===== src/tsc_pkg.sv =====
package tsc_pkg;
  // ----------------------------------------
  // Bus addressing
  // ----------------------------------------
  localparam logic [6:0] DEV_ADDR = 7'h29;
  localparam logic [7:0] ADDR_BYTE_WR = 8'h52;
  localparam logic [7:0] ADDR_BYTE_RD = 8'h53;
  localparam int MAX_BUS_KBPS = 1000;
  // ----------------------------------------
  // Register space
  // ----------------------------------------
  localparam int IDX_W = 16;
  localparam int REG_DEPTH = 256;
  localparam int REG_AW = 8;
  localparam logic [15:0] IDX_RESET = 16'h0000;
  localparam logic [7:0] REG_RESET = 8'h00;
  localparam logic [15:0] IDX_RESULT = 16'h0089;
  localparam logic [15:0] IDX_INT_CLEAR = 16'h0086;
  // Identity bytes, values arbitrary
  localparam logic [15:0] IDX_ID0 = 16'h0010;
  localparam logic [7:0] ID0_VALUE = 8'h5a;
  localparam logic [15:0] IDX_ID1 = 16'h0011;
  localparam logic [7:0] ID1_VALUE = 8'ha5;
  // ----------------------------------------
  // Timing
  // ----------------------------------------
  localparam int CLK_HZ = 40_000_000;
  localparam int BOOT_TIME_US_X10 = 12;
  localparam int BOOT_CYCLES = (CLK_HZ / 1_000_000) * BOOT_TIME_US_X10 * 100;
  localparam int RANGE_CYCLES = 2000;
endpackage : tsc_pkg


===== src/tsc_sync.sv =====
`timescale 1ns/1ps
module tsc_sync #(
  parameter logic RESET_VAL = 1'b1
) (
  input wire logic sys_clk,
  input wire logic rst,
  input wire logic asyncIn,
  output logic syncOut
);
  logic stage1_q;

  always_ff @(posedge sys_clk) begin
    if (rst) begin
      stage1_q <= RESET_VAL;
      syncOut <= RESET_VAL;
    end else begin
      stage1_q <= asyncIn;
      syncOut <= stage1_q;
    end
  end
endmodule : tsc_sync


===== src/tsc_regfile.sv =====
`timescale 1ns/1ps
module tsc_regfile #(
  parameter int DEPTH = tsc_pkg::REG_DEPTH,
  parameter int AW = tsc_pkg::REG_AW
) (
  input wire logic sys_clk,
  input wire logic rst,
  input wire logic wrEn,
  input wire logic [AW-1:0] wrAddr,
  input wire logic [7:0] wrData,
  input wire logic [AW-1:0] rdAddr,
  output logic [7:0] rdData
);
  logic [7:0] mem [DEPTH];

  always_ff @(posedge sys_clk) begin
    if (rst) begin
      for (int i = 0; i < DEPTH; i++) begin
        mem[i] <= tsc_pkg::REG_RESET;
      end
    end else if (wrEn) begin
      mem[wrAddr] <= wrData;
    end
  end

  assign rdData = mem[rdAddr];
endmodule : tsc_regfile


===== src/tsc_i2c_port.sv =====
`timescale 1ns/1ps
// Behaviour
// Answer only slave address byte 0x52; the code also answers 0x53, since it compares only bits 7:1
// Address lsb selects write or read
// Bus rates up to one megabit supported
// Byte then one acknowledge bit
// Sample SDA on rising SCL
// Start/stop: SDA edge while SCL high
// Host frames messages with start/stop
// Acknowledge own address, store direction
// Write: two index bytes, MSB first
// Shift, acknowledge, store written byte
// Read: load register, shift on SCL fall
// Receiver acknowledges every byte
// Only host ends message, stop or NACK
// Index increments after each data byte
// Host streams writes without new index
// Lines only pulled low, idle high
// Host drives SCL; device never does
// Measurement ready drives interrupt pin high
// Reading result clears; ranging holds meanwhile
// Host prefers interrupt pin over polling
// Shutdown low: standby, bus silent
// Boot within 1.2 ms after shutdown rises
// Host raises shutdown after supply on
// Multi-byte: ascending, MSB lowest address
// Foreign address: release SDA, ignore
module tsc_i2c_port #(
  parameter int BOOT_CYCLES = tsc_pkg::BOOT_CYCLES,
  parameter int RANGE_CYCLES = tsc_pkg::RANGE_CYCLES
) (
  input wire logic sys_clk,
  input wire logic rst,
  input wire logic shutdown_n_pin,
  input wire logic sclIn,
  input wire logic sdaIn,
  output logic sdaOut,
  output logic sdaOe,
  output logic interrupt_output_pin,
  output logic bootDone,
  output logic [7:0] rangeCount
);
  typedef enum logic [2:0] {
    TSC_IDLE, TSC_ADDR, TSC_ADDR_ACK, TSC_RX, TSC_RX_ACK, TSC_TX, TSC_TX_ACK
  } tsc_bus_t;
  typedef enum logic [1:0] {
    TSC_HARDWARE_STANDBY, TSC_FIRMWARE_BOOT, TSC_SOFTWARE_STANDBY
  } tsc_power_t;

  // ----------------------------------------
  // Helpers
  // ----------------------------------------
  function automatic logic [15:0] next_index(input logic [15:0] idx);
    return idx + 16'd1;
  endfunction : next_index

  function automatic logic [2:0] next_bit(input logic [2:0] cnt);
    return cnt + 3'd1;
  endfunction : next_bit

  // ----------------------------------------
  // Input synchronisers
  // ----------------------------------------
  logic sclSync, sdaSync, shutSync;
  logic sclPrev_q, sdaPrev_q;

  tsc_sync #(.RESET_VAL(1'b1)) uSyncScl (.sys_clk(sys_clk), .rst(rst), .asyncIn(sclIn), .syncOut(sclSync));
  tsc_sync #(.RESET_VAL(1'b1)) uSyncSda (.sys_clk(sys_clk), .rst(rst), .asyncIn(sdaIn), .syncOut(sdaSync));
  tsc_sync #(.RESET_VAL(1'b0)) uSyncShut (.sys_clk(sys_clk), .rst(rst), .asyncIn(shutdown_n_pin),
    .syncOut(shutSync));

  always_ff @(posedge sys_clk) begin
    if (rst) begin
      sclPrev_q <= 1'b1;
      sdaPrev_q <= 1'b1;
    end else begin
      sclPrev_q <= sclSync;
      sdaPrev_q <= sdaSync;
    end
  end

  // Edge and condition detection; sample rate 40 MHz covers 1 Mbit/s bus
  wire sclRise = sclSync & ~sclPrev_q;
  wire sclFall = ~sclSync & sclPrev_q;
  wire startCond = sclSync & sclPrev_q & sdaPrev_q & ~sdaSync;
  wire stopCond = sclSync & sclPrev_q & ~sdaPrev_q & sdaSync;

  // ----------------------------------------
  // Power sequence
  // ----------------------------------------
  tsc_power_t pwr_q, pwr_d;
  logic [31:0] bootCnt_q, bootCnt_d;
  logic bootDone_q;

  wire bootExpired = (bootCnt_q >= 32'(BOOT_CYCLES - 1));

  always_comb begin
    pwr_d = pwr_q;
    bootCnt_d = bootCnt_q;
    case (pwr_q)
      TSC_HARDWARE_STANDBY: begin
        bootCnt_d = '0;
        if (shutSync) pwr_d = TSC_FIRMWARE_BOOT;
      end
      TSC_FIRMWARE_BOOT: begin
        bootCnt_d = bootCnt_q + 32'd1;
        if (!shutSync) pwr_d = TSC_HARDWARE_STANDBY;
        else if (bootExpired) pwr_d = TSC_SOFTWARE_STANDBY;
      end
      TSC_SOFTWARE_STANDBY: begin
        if (!shutSync) pwr_d = TSC_HARDWARE_STANDBY;
      end
      default: pwr_d = TSC_HARDWARE_STANDBY;
    endcase
  end

  always_ff @(posedge sys_clk) begin
    if (rst) begin
      pwr_q <= TSC_HARDWARE_STANDBY;
      bootCnt_q <= '0;
      bootDone_q <= 1'b0;
    end else begin
      pwr_q <= pwr_d;
      bootCnt_q <= bootCnt_d;
      bootDone_q <= (pwr_d == TSC_SOFTWARE_STANDBY);
    end
  end

  wire awake = (pwr_q == TSC_SOFTWARE_STANDBY);

  // ----------------------------------------
  // Bus engine
  // ----------------------------------------
  tsc_bus_t st_q, st_d;
  logic [7:0] shift_q, shift_d;
  logic [2:0] bitCnt_q, bitCnt_d;
  logic rnw_q, rnw_d;
  logic [1:0] byteNo_q, byteNo_d;
  logic [15:0] index_q, index_d;
  logic sdaOe_q, sdaOe_d;
  logic wrEn;
  logic rdResult;
  logic [7:0] rdData;
  logic [7:0] rangeCount_q;

  wire [7:0] rxByte = {shift_q[6:0], sdaSync};
  wire addrMatch = (rxByte[7:1] == tsc_pkg::ADDR_BYTE_WR[7:1]);
  wire lastBit = (bitCnt_q == 3'd7);

  // ----------------------------------------
  // Read data selection
  // ----------------------------------------
  // Identity bytes read fixed values, the result index reads the range count; all else comes from the array
  wire [7:0] rdMux = (index_q == tsc_pkg::IDX_ID0) ? tsc_pkg::ID0_VALUE :
                     (index_q == tsc_pkg::IDX_ID1) ? tsc_pkg::ID1_VALUE :
                     (index_q == tsc_pkg::IDX_RESULT) ? rangeCount_q : rdData;

  always_comb begin
    st_d = st_q;
    shift_d = shift_q;
    bitCnt_d = bitCnt_q;
    rnw_d = rnw_q;
    byteNo_d = byteNo_q;
    index_d = index_q;
    sdaOe_d = sdaOe_q;
    wrEn = 1'b0;
    rdResult = 1'b0;
    if (!awake) begin
      st_d = TSC_IDLE;
      sdaOe_d = 1'b0;
    end else if (stopCond) begin
      st_d = TSC_IDLE;
      sdaOe_d = 1'b0;
    end else if (startCond) begin
      st_d = TSC_ADDR;
      bitCnt_d = '0;
      sdaOe_d = 1'b0;
    end else begin
      case (st_q)
        TSC_IDLE: sdaOe_d = 1'b0;
        TSC_ADDR: if (sclRise) begin
          shift_d = rxByte;
          bitCnt_d = next_bit(bitCnt_q);
          if (lastBit) begin
            if (addrMatch) begin
              st_d = TSC_ADDR_ACK;
              rnw_d = sdaSync;
            end else begin
              st_d = TSC_IDLE;
            end
          end
        end
        TSC_ADDR_ACK: begin
          if (sclFall && !sdaOe_q) begin
            sdaOe_d = 1'b1;
          end else if (sclFall && sdaOe_q) begin
            bitCnt_d = '0;
            byteNo_d = '0;
            if (rnw_q) begin
              st_d = TSC_TX;
              shift_d = rdMux;
              sdaOe_d = ~rdMux[7];
            end else begin
              st_d = TSC_RX;
              sdaOe_d = 1'b0;
            end
          end
        end
        TSC_RX: if (sclRise) begin
          shift_d = rxByte;
          bitCnt_d = next_bit(bitCnt_q);
          if (lastBit) st_d = TSC_RX_ACK;
        end
        TSC_RX_ACK: begin
          if (sclFall && !sdaOe_q) begin
            sdaOe_d = 1'b1;
            if (byteNo_q == 2'd0) begin
              index_d = {shift_q, index_q[7:0]};
              byteNo_d = 2'd1;
            end else if (byteNo_q == 2'd1) begin
              index_d = {index_q[15:8], shift_q};
              byteNo_d = 2'd2;
            end else begin
              wrEn = 1'b1;
              index_d = next_index(index_q);
            end
          end else if (sclFall && sdaOe_q) begin
            sdaOe_d = 1'b0;
            bitCnt_d = '0;
            st_d = TSC_RX;
          end
        end
        TSC_TX: if (sclFall) begin
          bitCnt_d = next_bit(bitCnt_q);
          shift_d = {shift_q[6:0], 1'b0};
          if (lastBit) begin
            st_d = TSC_TX_ACK;
            sdaOe_d = 1'b0;
            rdResult = (index_q == tsc_pkg::IDX_RESULT);
            index_d = next_index(index_q);
          end else begin
            sdaOe_d = ~shift_q[6];
          end
        end
        // Host ack seen at the rise; next byte loads at the following fall
        TSC_TX_ACK: begin
          if (sclRise && sdaSync) begin
            st_d = TSC_IDLE;
          end else if (sclFall) begin
            st_d = TSC_TX;
            bitCnt_d = '0;
            shift_d = rdMux;
            sdaOe_d = ~rdMux[7];
          end
        end
        default: st_d = TSC_IDLE;
      endcase
    end
  end

  always_ff @(posedge sys_clk) begin
    if (rst) begin
      st_q <= TSC_IDLE;
      shift_q <= '0;
      bitCnt_q <= '0;
      rnw_q <= 1'b0;
      byteNo_q <= '0;
      index_q <= tsc_pkg::IDX_RESET;
      sdaOe_q <= 1'b0;
    end else begin
      st_q <= st_d;
      shift_q <= shift_d;
      bitCnt_q <= bitCnt_d;
      rnw_q <= rnw_d;
      byteNo_q <= byteNo_d;
      index_q <= index_d;
      sdaOe_q <= sdaOe_d;
    end
  end

  // ----------------------------------------
  // Register array
  // ----------------------------------------
  tsc_regfile uRegs (
    .sys_clk(sys_clk),
    .rst(rst),
    .wrEn(wrEn),
    .wrAddr(index_q[tsc_pkg::REG_AW-1:0]),
    .wrData(shift_q),
    .rdAddr(index_q[tsc_pkg::REG_AW-1:0]),
    .rdData(rdData)
  );

  wire intClearWr = wrEn && (index_q == tsc_pkg::IDX_INT_CLEAR);

  // ----------------------------------------
  // Ranging handshake
  // ----------------------------------------
  logic [15:0] rangeTmr_q;
  logic intPend_q;

  wire rangeDone = awake && !intPend_q && (rangeTmr_q == 16'(RANGE_CYCLES - 1));

  always_ff @(posedge sys_clk) begin
    if (rst) begin
      rangeTmr_q <= '0;
      intPend_q <= 1'b0;
      rangeCount_q <= '0;
    end else begin
      if (!awake || intPend_q) begin
        rangeTmr_q <= '0;
      end else if (rangeDone) begin
        rangeTmr_q <= '0;
      end else begin
        rangeTmr_q <= rangeTmr_q + 16'd1;
      end
      if (!awake) begin
        intPend_q <= 1'b0;
      end else if (rangeDone) begin
        intPend_q <= 1'b1;
      end else if (rdResult || intClearWr) begin
        intPend_q <= 1'b0;
      end
      if (rangeDone) rangeCount_q <= rangeCount_q + 8'd1;
    end
  end

  // ----------------------------------------
  // Outputs
  // ----------------------------------------
  always_ff @(posedge sys_clk) begin
    if (rst) begin
      interrupt_output_pin <= 1'b0;
      sdaOut <= 1'b0;
      sdaOe <= 1'b0;
      bootDone <= 1'b0;
      rangeCount <= '0;
    end else begin
      interrupt_output_pin <= intPend_q;
      sdaOut <= 1'b0;
      sdaOe <= sdaOe_q;
      bootDone <= bootDone_q;
      rangeCount <= rangeCount_q;
    end
  end
endmodule : tsc_i2c_port


===== config.mk =====
export PLATFORM = sky130hd
export DESIGN_NAME = tsc_i2c_port
export DESIGN_NICKNAME = d
export VERILOG_FILES = /design/src/tsc_pkg.sv /design/src/tsc_sync.sv /design/src/tsc_regfile.sv /design/src/tsc_i2c_port.sv
export SDC_FILE = /design/constraint.sdc
export NUM_CORES = 2
export LEC_CHECK = 0
export BUFFER_PORTS_ARGS = -buffer_cell sky130_fd_sc_hd__buf_2
export CAP_MARGIN = 20
export CELL_PAD_IN_SITES_DETAIL_PLACEMENT = 1
export CELL_PAD_IN_SITES_GLOBAL_PLACEMENT = 2
export CORE_MARGIN = 5
export CORE_UTILIZATION = 47
export CTS_CLUSTER_SIZE = 10
export DETAILED_ROUTE_END_ITERATION = 16
export PLACE_DENSITY = 0.86
export RECOVER_POWER = 25
export SYNTH_ARGS = -nofsm -noshare
export SYNTH_HDL_FRONTEND = slang
export SYNTH_HIERARCHICAL = 1
export SYNTH_SLANG_ARGS = --single-unit

===== constraint.sdc =====
create_clock -name sys_clk -period 4.2 [get_ports sys_clk]
set_clock_uncertainty 0.15 [all_clocks]
set_input_delay 0.21 -clock sys_clk [delete_from_list [all_inputs] [get_ports sys_clk]]
set_output_delay 0.21 -clock sys_clk [all_outputs]
set_load 0.02 [all_outputs]

# Word level (Yosys, flattened, before mapping)
# Memories as Yosys holds them, arrays and structs flattened. A register that Yosys moved wholly into a read port is not among the register bits.
# Index checks and enable logic that the tools add are counted.
# op_classes
n_mux	88
magnitude_cmp	1
eq_ne	55
bitwise_logic	17
n_reduce_logical	37
addsub	5
# ops
operator	count
2-to-1 mux 8 bit	14
2-to-1 mux 16 bit	5
one-hot mux 32 bit (2 select lines)	1
2-to-1 mux 3 bit	20
inequality test 3 bit (second input constant)	18
adder 16 x 1 -> 16 bit (second input constant)	2
adder 32 x 1 -> 32 bit (second input constant)	1
== test 16 x 5 -> 1 bit (second input constant)	2
== test 16 x 8 -> 1 bit (second input constant)	2
greater-or-equal comparator 32 x 16 -> 1 bit (second input constant)	1
inequality test 2 bit (second input constant)	16
one-hot mux 16 bit (2 select lines)	1
one-hot mux 8 bit (4 select lines)	1
2-to-1 mux 1 bit	31
AND reduction 12 bit	2
AND reduction 8 bit	3
one-hot mux 3 bit (7 select lines)	1
2-to-1 mux 2 bit	10
== test 16 x 11 -> 1 bit (second input constant)	1
== test 3 bit (second input constant)	4
one-hot mux 3 bit (4 select lines)	1
AND reduction 11 bit	1
NOT 1 bit	10
nonzero test 5 bit	2
28 further kinds	53
# totals
mem_count	1
out_inout_bits	12
wordCells	231
reg_bits	113
ram_bits	2048
# mem_list
name	words	width	read_ports	rd_clocked_by_memory_dff	write_ports	line_no	source
uRegs.mem	256	8	1	1	256	tsc_regfile.sv:14	logic [7:0] mem [DEPTH];

# Logic depth before layout (Yosys ltp)
# logic_depth
depth_word	13
depth_mapped	15

# Hierarchy
# Netlist, hierarchy kept.
# modules_own_cells
module	area_each_um2	cells_per_inst	n_inst
tsc_regfile	95292.6	6435	1
tsc_i2c_port	5709.2	679	1
tsc_sync	52.6	4	3

# Worst setup path after synthesis
# OpenSTA, ideal clock, no wires.
# synth_timing
kind	flip-flop to flip-flop
from	reg index_q[0]
to	reg shift_q[5]
required_time_ns	3.931
path_stages_with_launch	12
path_slack_ns	1.268
n_path_buf	3
t_arrival_ns	2.664
cell_sequence	dfxtp_1 > buf_6 > buf_4 > buf_4 > mux4_2 > a221oi_1 > o22ai_1 > nor3_1 > a211oi_2 > mux2i_1 > a21boi_0 > o221a_2
# synth_via
elab_chain_len	8
# synth_lines
item	line_no	source
start, declared	tsc_i2c_port.sv:139	logic [15:0] index_q, index_d;
start signal, assigned	tsc_i2c_port.sv:268	index_q <= tsc_pkg::IDX_RESET;
start signal, assigned	tsc_i2c_port.sv:276	index_q <= index_d;
== test 16 x 8 -> 1 bit	tsc_i2c_port.sv:156	(index_q == tsc_pkg::IDX_RESULT) ? rangeCount_q : rdData;
2-to-1 mux 8 bit	tsc_i2c_port.sv:156	
2-to-1 mux 8 bit	tsc_i2c_port.sv:155	(index_q == tsc_pkg::IDX_ID1) ? tsc_pkg::ID1_VALUE :
2-to-1 mux 8 bit (*)	tsc_i2c_port.sv:154	wire [7:0] rdMux = (index_q == tsc_pkg::IDX_ID0) ? tsc_pkg::ID0_VALUE :
2-to-1 mux 8 bit	tsc_i2c_port.sv:199	if (rnw_q) begin
2-to-1 mux 8 bit	tsc_i2c_port.sv:196	end else if (sclFall && sdaOe_q) begin
2-to-1 mux 8 bit	tsc_i2c_port.sv:194	if (sclFall && !sdaOe_q) begin
one-hot mux 8 bit (4 select lines) (*)	tsc_i2c_port.sv:179	case (st_q)
end signal, assigned	tsc_i2c_port.sv:272	shift_q <= shift_d;
end, declared	tsc_i2c_port.sv:135	logic [7:0] shift_q, shift_d;
# Every way passes the cells marked *; elsewhere a longest branch is shown, timed or not. The select of a mux whose other input is x is not followed.
# A chain may end at the register's enable or synchronous reset.

# Worst setup path in the final report
# layout_timing
from	reg index_q[1]
to	reg sdaOe_q
# layout_via
elab_chain_len	9
# layout_lines
item	line_no	source
== test 16 x 8 -> 1 bit	tsc_i2c_port.sv:156	
2-to-1 mux 8 bit	tsc_i2c_port.sv:156	
2-to-1 mux 8 bit	tsc_i2c_port.sv:155	
2-to-1 mux 8 bit (*)	tsc_i2c_port.sv:154	
NOT 1 bit (*)	tsc_i2c_port.sv:202, tsc_i2c_port.sv:253	
2-to-1 mux 1 bit	tsc_i2c_port.sv:199	
2-to-1 mux 1 bit	tsc_i2c_port.sv:196	
2-to-1 mux 1 bit	tsc_i2c_port.sv:194	
one-hot mux 1 bit (5 select lines) (*)	tsc_i2c_port.sv:179	
end signal, assigned	tsc_i2c_port.sv:277	sdaOe_q <= sdaOe_d;
end, declared	tsc_i2c_port.sv:140	logic sdaOe_q, sdaOe_d;
# Marks and branches as above.

==> reports/metrics.yaml <==
status: "finished, violations left"
failed_checks: "capacitance limit, slew limit, setup timing"
power_density_nw_per_um2: 400.3
postSynthCellCount: 7126
crit_slowest_cell: "nor4_1"
crit_type: "reg2reg"
synthAdderAreaFrac: 0.001113
cp_top_family: "buffers and inverters"
postSynth.asyncResetShare: 0
fin_crit_ps: 4210
first_iter_violations: 6924
drive_gt1_frac: 0.1695
grt_pass1_wl_mm: 448.4
syn_avg_cell_area_sq_um: 14.20
grt_pass1_vias: 65230
synth-simple-area-share: 0.1825
holdPathStages: 1
io_buffer_count: 15
leakage_uw: 0.03638
yosys_warnings: 6
cts-buffers-inserted: 240
overflow: 0
hold_viol: 0
wire_per_inst_um: 30.15
synthXorXnorAreaFrac: 0.003884
rsz0062_at_grt: "false"
syn_to_final_growth_pct: 10.52
fmax_ghz: 0.2375
final_common_cell: "edfxtp_1"
max-slew-margin-rel: -1.238
grt_max_degree: 144
synthMuxAreaShare: 0.1136
ff_latch_area_sq_um: 63810
dp.final_hpwl_mm: 198.4
setup_ws_ps: -9.869
worst_pin_slew_ps: 3357
ys_ff_latch: 2161
die_x_um: 473.9
routed_via_density: 6.152
cp-end-kind: "flop"
critPathArrivalTime_ps: 4870
crit_fanout: 43
core_area_sq_um: 214400
grt_usage: 0.2694
cts_root_buf: "clkbuf_16"
ioPinCount: 17
worstSkewPairLatency_ps: 890
start_util: 0.4718
die_h_um: 473.9
n_fill_cell: 20650
final_cell_mix: "edfxtp_1, and2_1, and2_0, mux4_2, nor2_1"
cts_tree: "yes"
synth_ff_type: "edfxtp_1"
cp_num_buf_inv: 4
synth_edf_count: 2048
cts_max_level: 4
seq_area_frac_synth: 0.6303
routed_wl_mm: 306.4
path_cells: "buf_12, buf_12, buf_4, mux4_2, a22oi_1, a21oi_1, nor4_1, buf_4, nor4_1, nand2b_1, a31o_1, a21boi_2"
final.setup.tns_ps: -19.17
drt_first_pass_iters: 6
rows: 170
cap_violations: 2
grt_antenna_before_repair: 4
clockBufferDepth: 3
synth_top_family_by_area: "simple AND/OR/NAND/NOR gates"
drc: 0
hold_path_class: "reg2reg"
vdd_drop_max_uv: 455.6
synth_cell_types: 109
required_ps: 4860
syn_nets: 7140
multi_input_area_sq_um: 34710
cp.depth: 12
cts_sinks: 2161
finalMaxSlewViolations: 177
slowest_delay_ps: 600
gp_congestion: 0.8992
ant_nets: 0
cp-start-kind: "flop"
vias: 62510
fp.dieArea_sq_um: 224600
fin_util: 0.5215
setup_viol: 2
rr_worst_depth: 12
synth_compound_area_frac: 0.04080
timing.final.crit_share: 1.002
nets: 7230
synth_area_sq_um: 101200
path_clk_slew_ps: 60
timing repair:
action                                  in CTS  in global routing
endpoints found under the hold margin      177                  0
gates cloned                                 0                  0
endpoints found under the setup margin       7                  6
resized for setup                            6                  3
setup buffers                                5                  4
hold buffers                                 8                  0
layer usage:
metal,track usage,up-vias,part of all wire
met5,0,-,0.000039
met4,0.09917,2,0.040
met3,0.05194,584,0.082
met2,0.4347,2791,0.47
met1,0.3656,32780,0.40
li1,-,26350,-
state kept, by name, indices dropped and copies added (netlist names), 2 cells and up:
register      flops
pwr_q             2
rangeCount_q      8
shift_q           8
byteNo_q          2
uRegs/mem      2048
bitCnt_q          3
index_q          16
st_q              3
rangeCount        8
bootCnt_q        32
rangeTmr_q       16
worst paths after layout:
check                                     end                    startpoint  slack [ps]
setup / recovery         sdaOe_q$_SDFFE_PP0P_       index_q[1]$_SDFFE_PP0P_         -10
hold / removal    uSyncSda/syncOut$_SDFF_PP1_  uSyncSda/stage1_q$_SDFF_PP1_         280
setup reg to reg         sdaOe_q$_SDFFE_PP0P_       index_q[1]$_SDFFE_PP0P_         -10
hold reg to reg   uSyncSda/syncOut$_SDFF_PP1_  uSyncSda/stage1_q$_SDFF_PP1_         280
stage by stage:
| stage | power (uW) | hold WS (ps) | std cells | worst slack, ps | cell area (sq um) |
|---|---|---|---|---|---|
| after global routing | 46180 | 311.5 | 10160 | 0.7949 | 111800 |
| after detailed placement | 26540 | 248.2 | 9795 | -441.7 | 105400 |
| after floorplan | 25920 | 131.6 | 7126 | 1268 | 101200 |
| after global placement | 26420 | 246.2 | 9795 | -437.6 | 105400 |
| after CTS | 45080 | 281.4 | 10150 | 46.22 | 112200 |
| final | 44750 | 276.1 | 10160 | -9.869 | 111800 |
logic make-up after synthesis:
| group | count (synthesis) |
|---|---|
| xor gates and xnor gates | 44 |
| AOI/OAI and AO/OA | 568 |
| other | 1 |
| muxes | 633 |
| adders and majority gates | 9 |
| buffers and inverters | 556 |
| DFF | 2161 |
| and+or+nand+nor | 3154 |
final cells by class:
class / count / area share
diodes: 5 / 0.0001119
clock buffers: 322 / 0.05702
clock inverters: 21 / 0.002104
inverters: 20 / 0.0006715
multi-input cells: 4409 / 0.3104
flip-flops and latches: 2161 / 0.5708
well taps: 2838 / 0.03176
repair buffers: 384 / 0.02716
power breakdown:
part	internal [uW]	switching [uW]
registers	24500	370
logic	450	783
clock network	10400	8170
synthesized netlist by cell type, types with 10 or more instances:
| library cell | count | area [sq um] |
|---|---|---|
| a211oi_1 | 25 | 187.7 |
| a21oi_1 | 112 | 560.5 |
| a221oi_1 | 20 | 175.2 |
| a22oi_1 | 138 | 1036 |
| a311oi_1 | 11 | 96.34 |
| a31oi_1 | 23 | 143.9 |
| and2_1 | 2005 | 12540 |
| and3_1 | 66 | 412.9 |
| and4_1 | 12 | 105.1 |
| buf_1 | 10 | 37.54 |
| buf_12 | 11 | 220.2 |
| buf_2 | 67 | 335.3 |
| buf_4 | 24 | 180.2 |
| buf_6 | 29 | 326.6 |
| buf_8 | 13 | 195.2 |
| clkbuf_1 | 380 | 1426 |
| dfxtp_1 | 113 | 2262 |
| edfxtp_1 | 2048 | 61500 |
| inv_1 | 16 | 60.06 |
| mux2i_1 | 223 | 2232 |
| mux4_1 | 18 | 473.0 |
| mux4_2 | 388 | 8738 |
| nand2_1 | 132 | 495.5 |
| nand2b_1 | 15 | 93.84 |
| nand3_1 | 95 | 475.5 |
| nand4_1 | 29 | 181.4 |
| nor2_1 | 389 | 1460 |
| nor2b_1 | 34 | 212.7 |
| nor3_1 | 39 | 195.2 |
| nor4_1 | 28 | 175.2 |
| o21ai_0 | 51 | 255.2 |
| o221ai_1 | 52 | 455.4 |
| o22ai_1 | 27 | 168.9 |
| o32ai_1 | 11 | 96.34 |
| or2_2 | 254 | 1589 |
| xnor2_1 | 19 | 166.4 |
| xor2_1 | 24 | 210.2 |
Power figures use the tool's default switching activity.
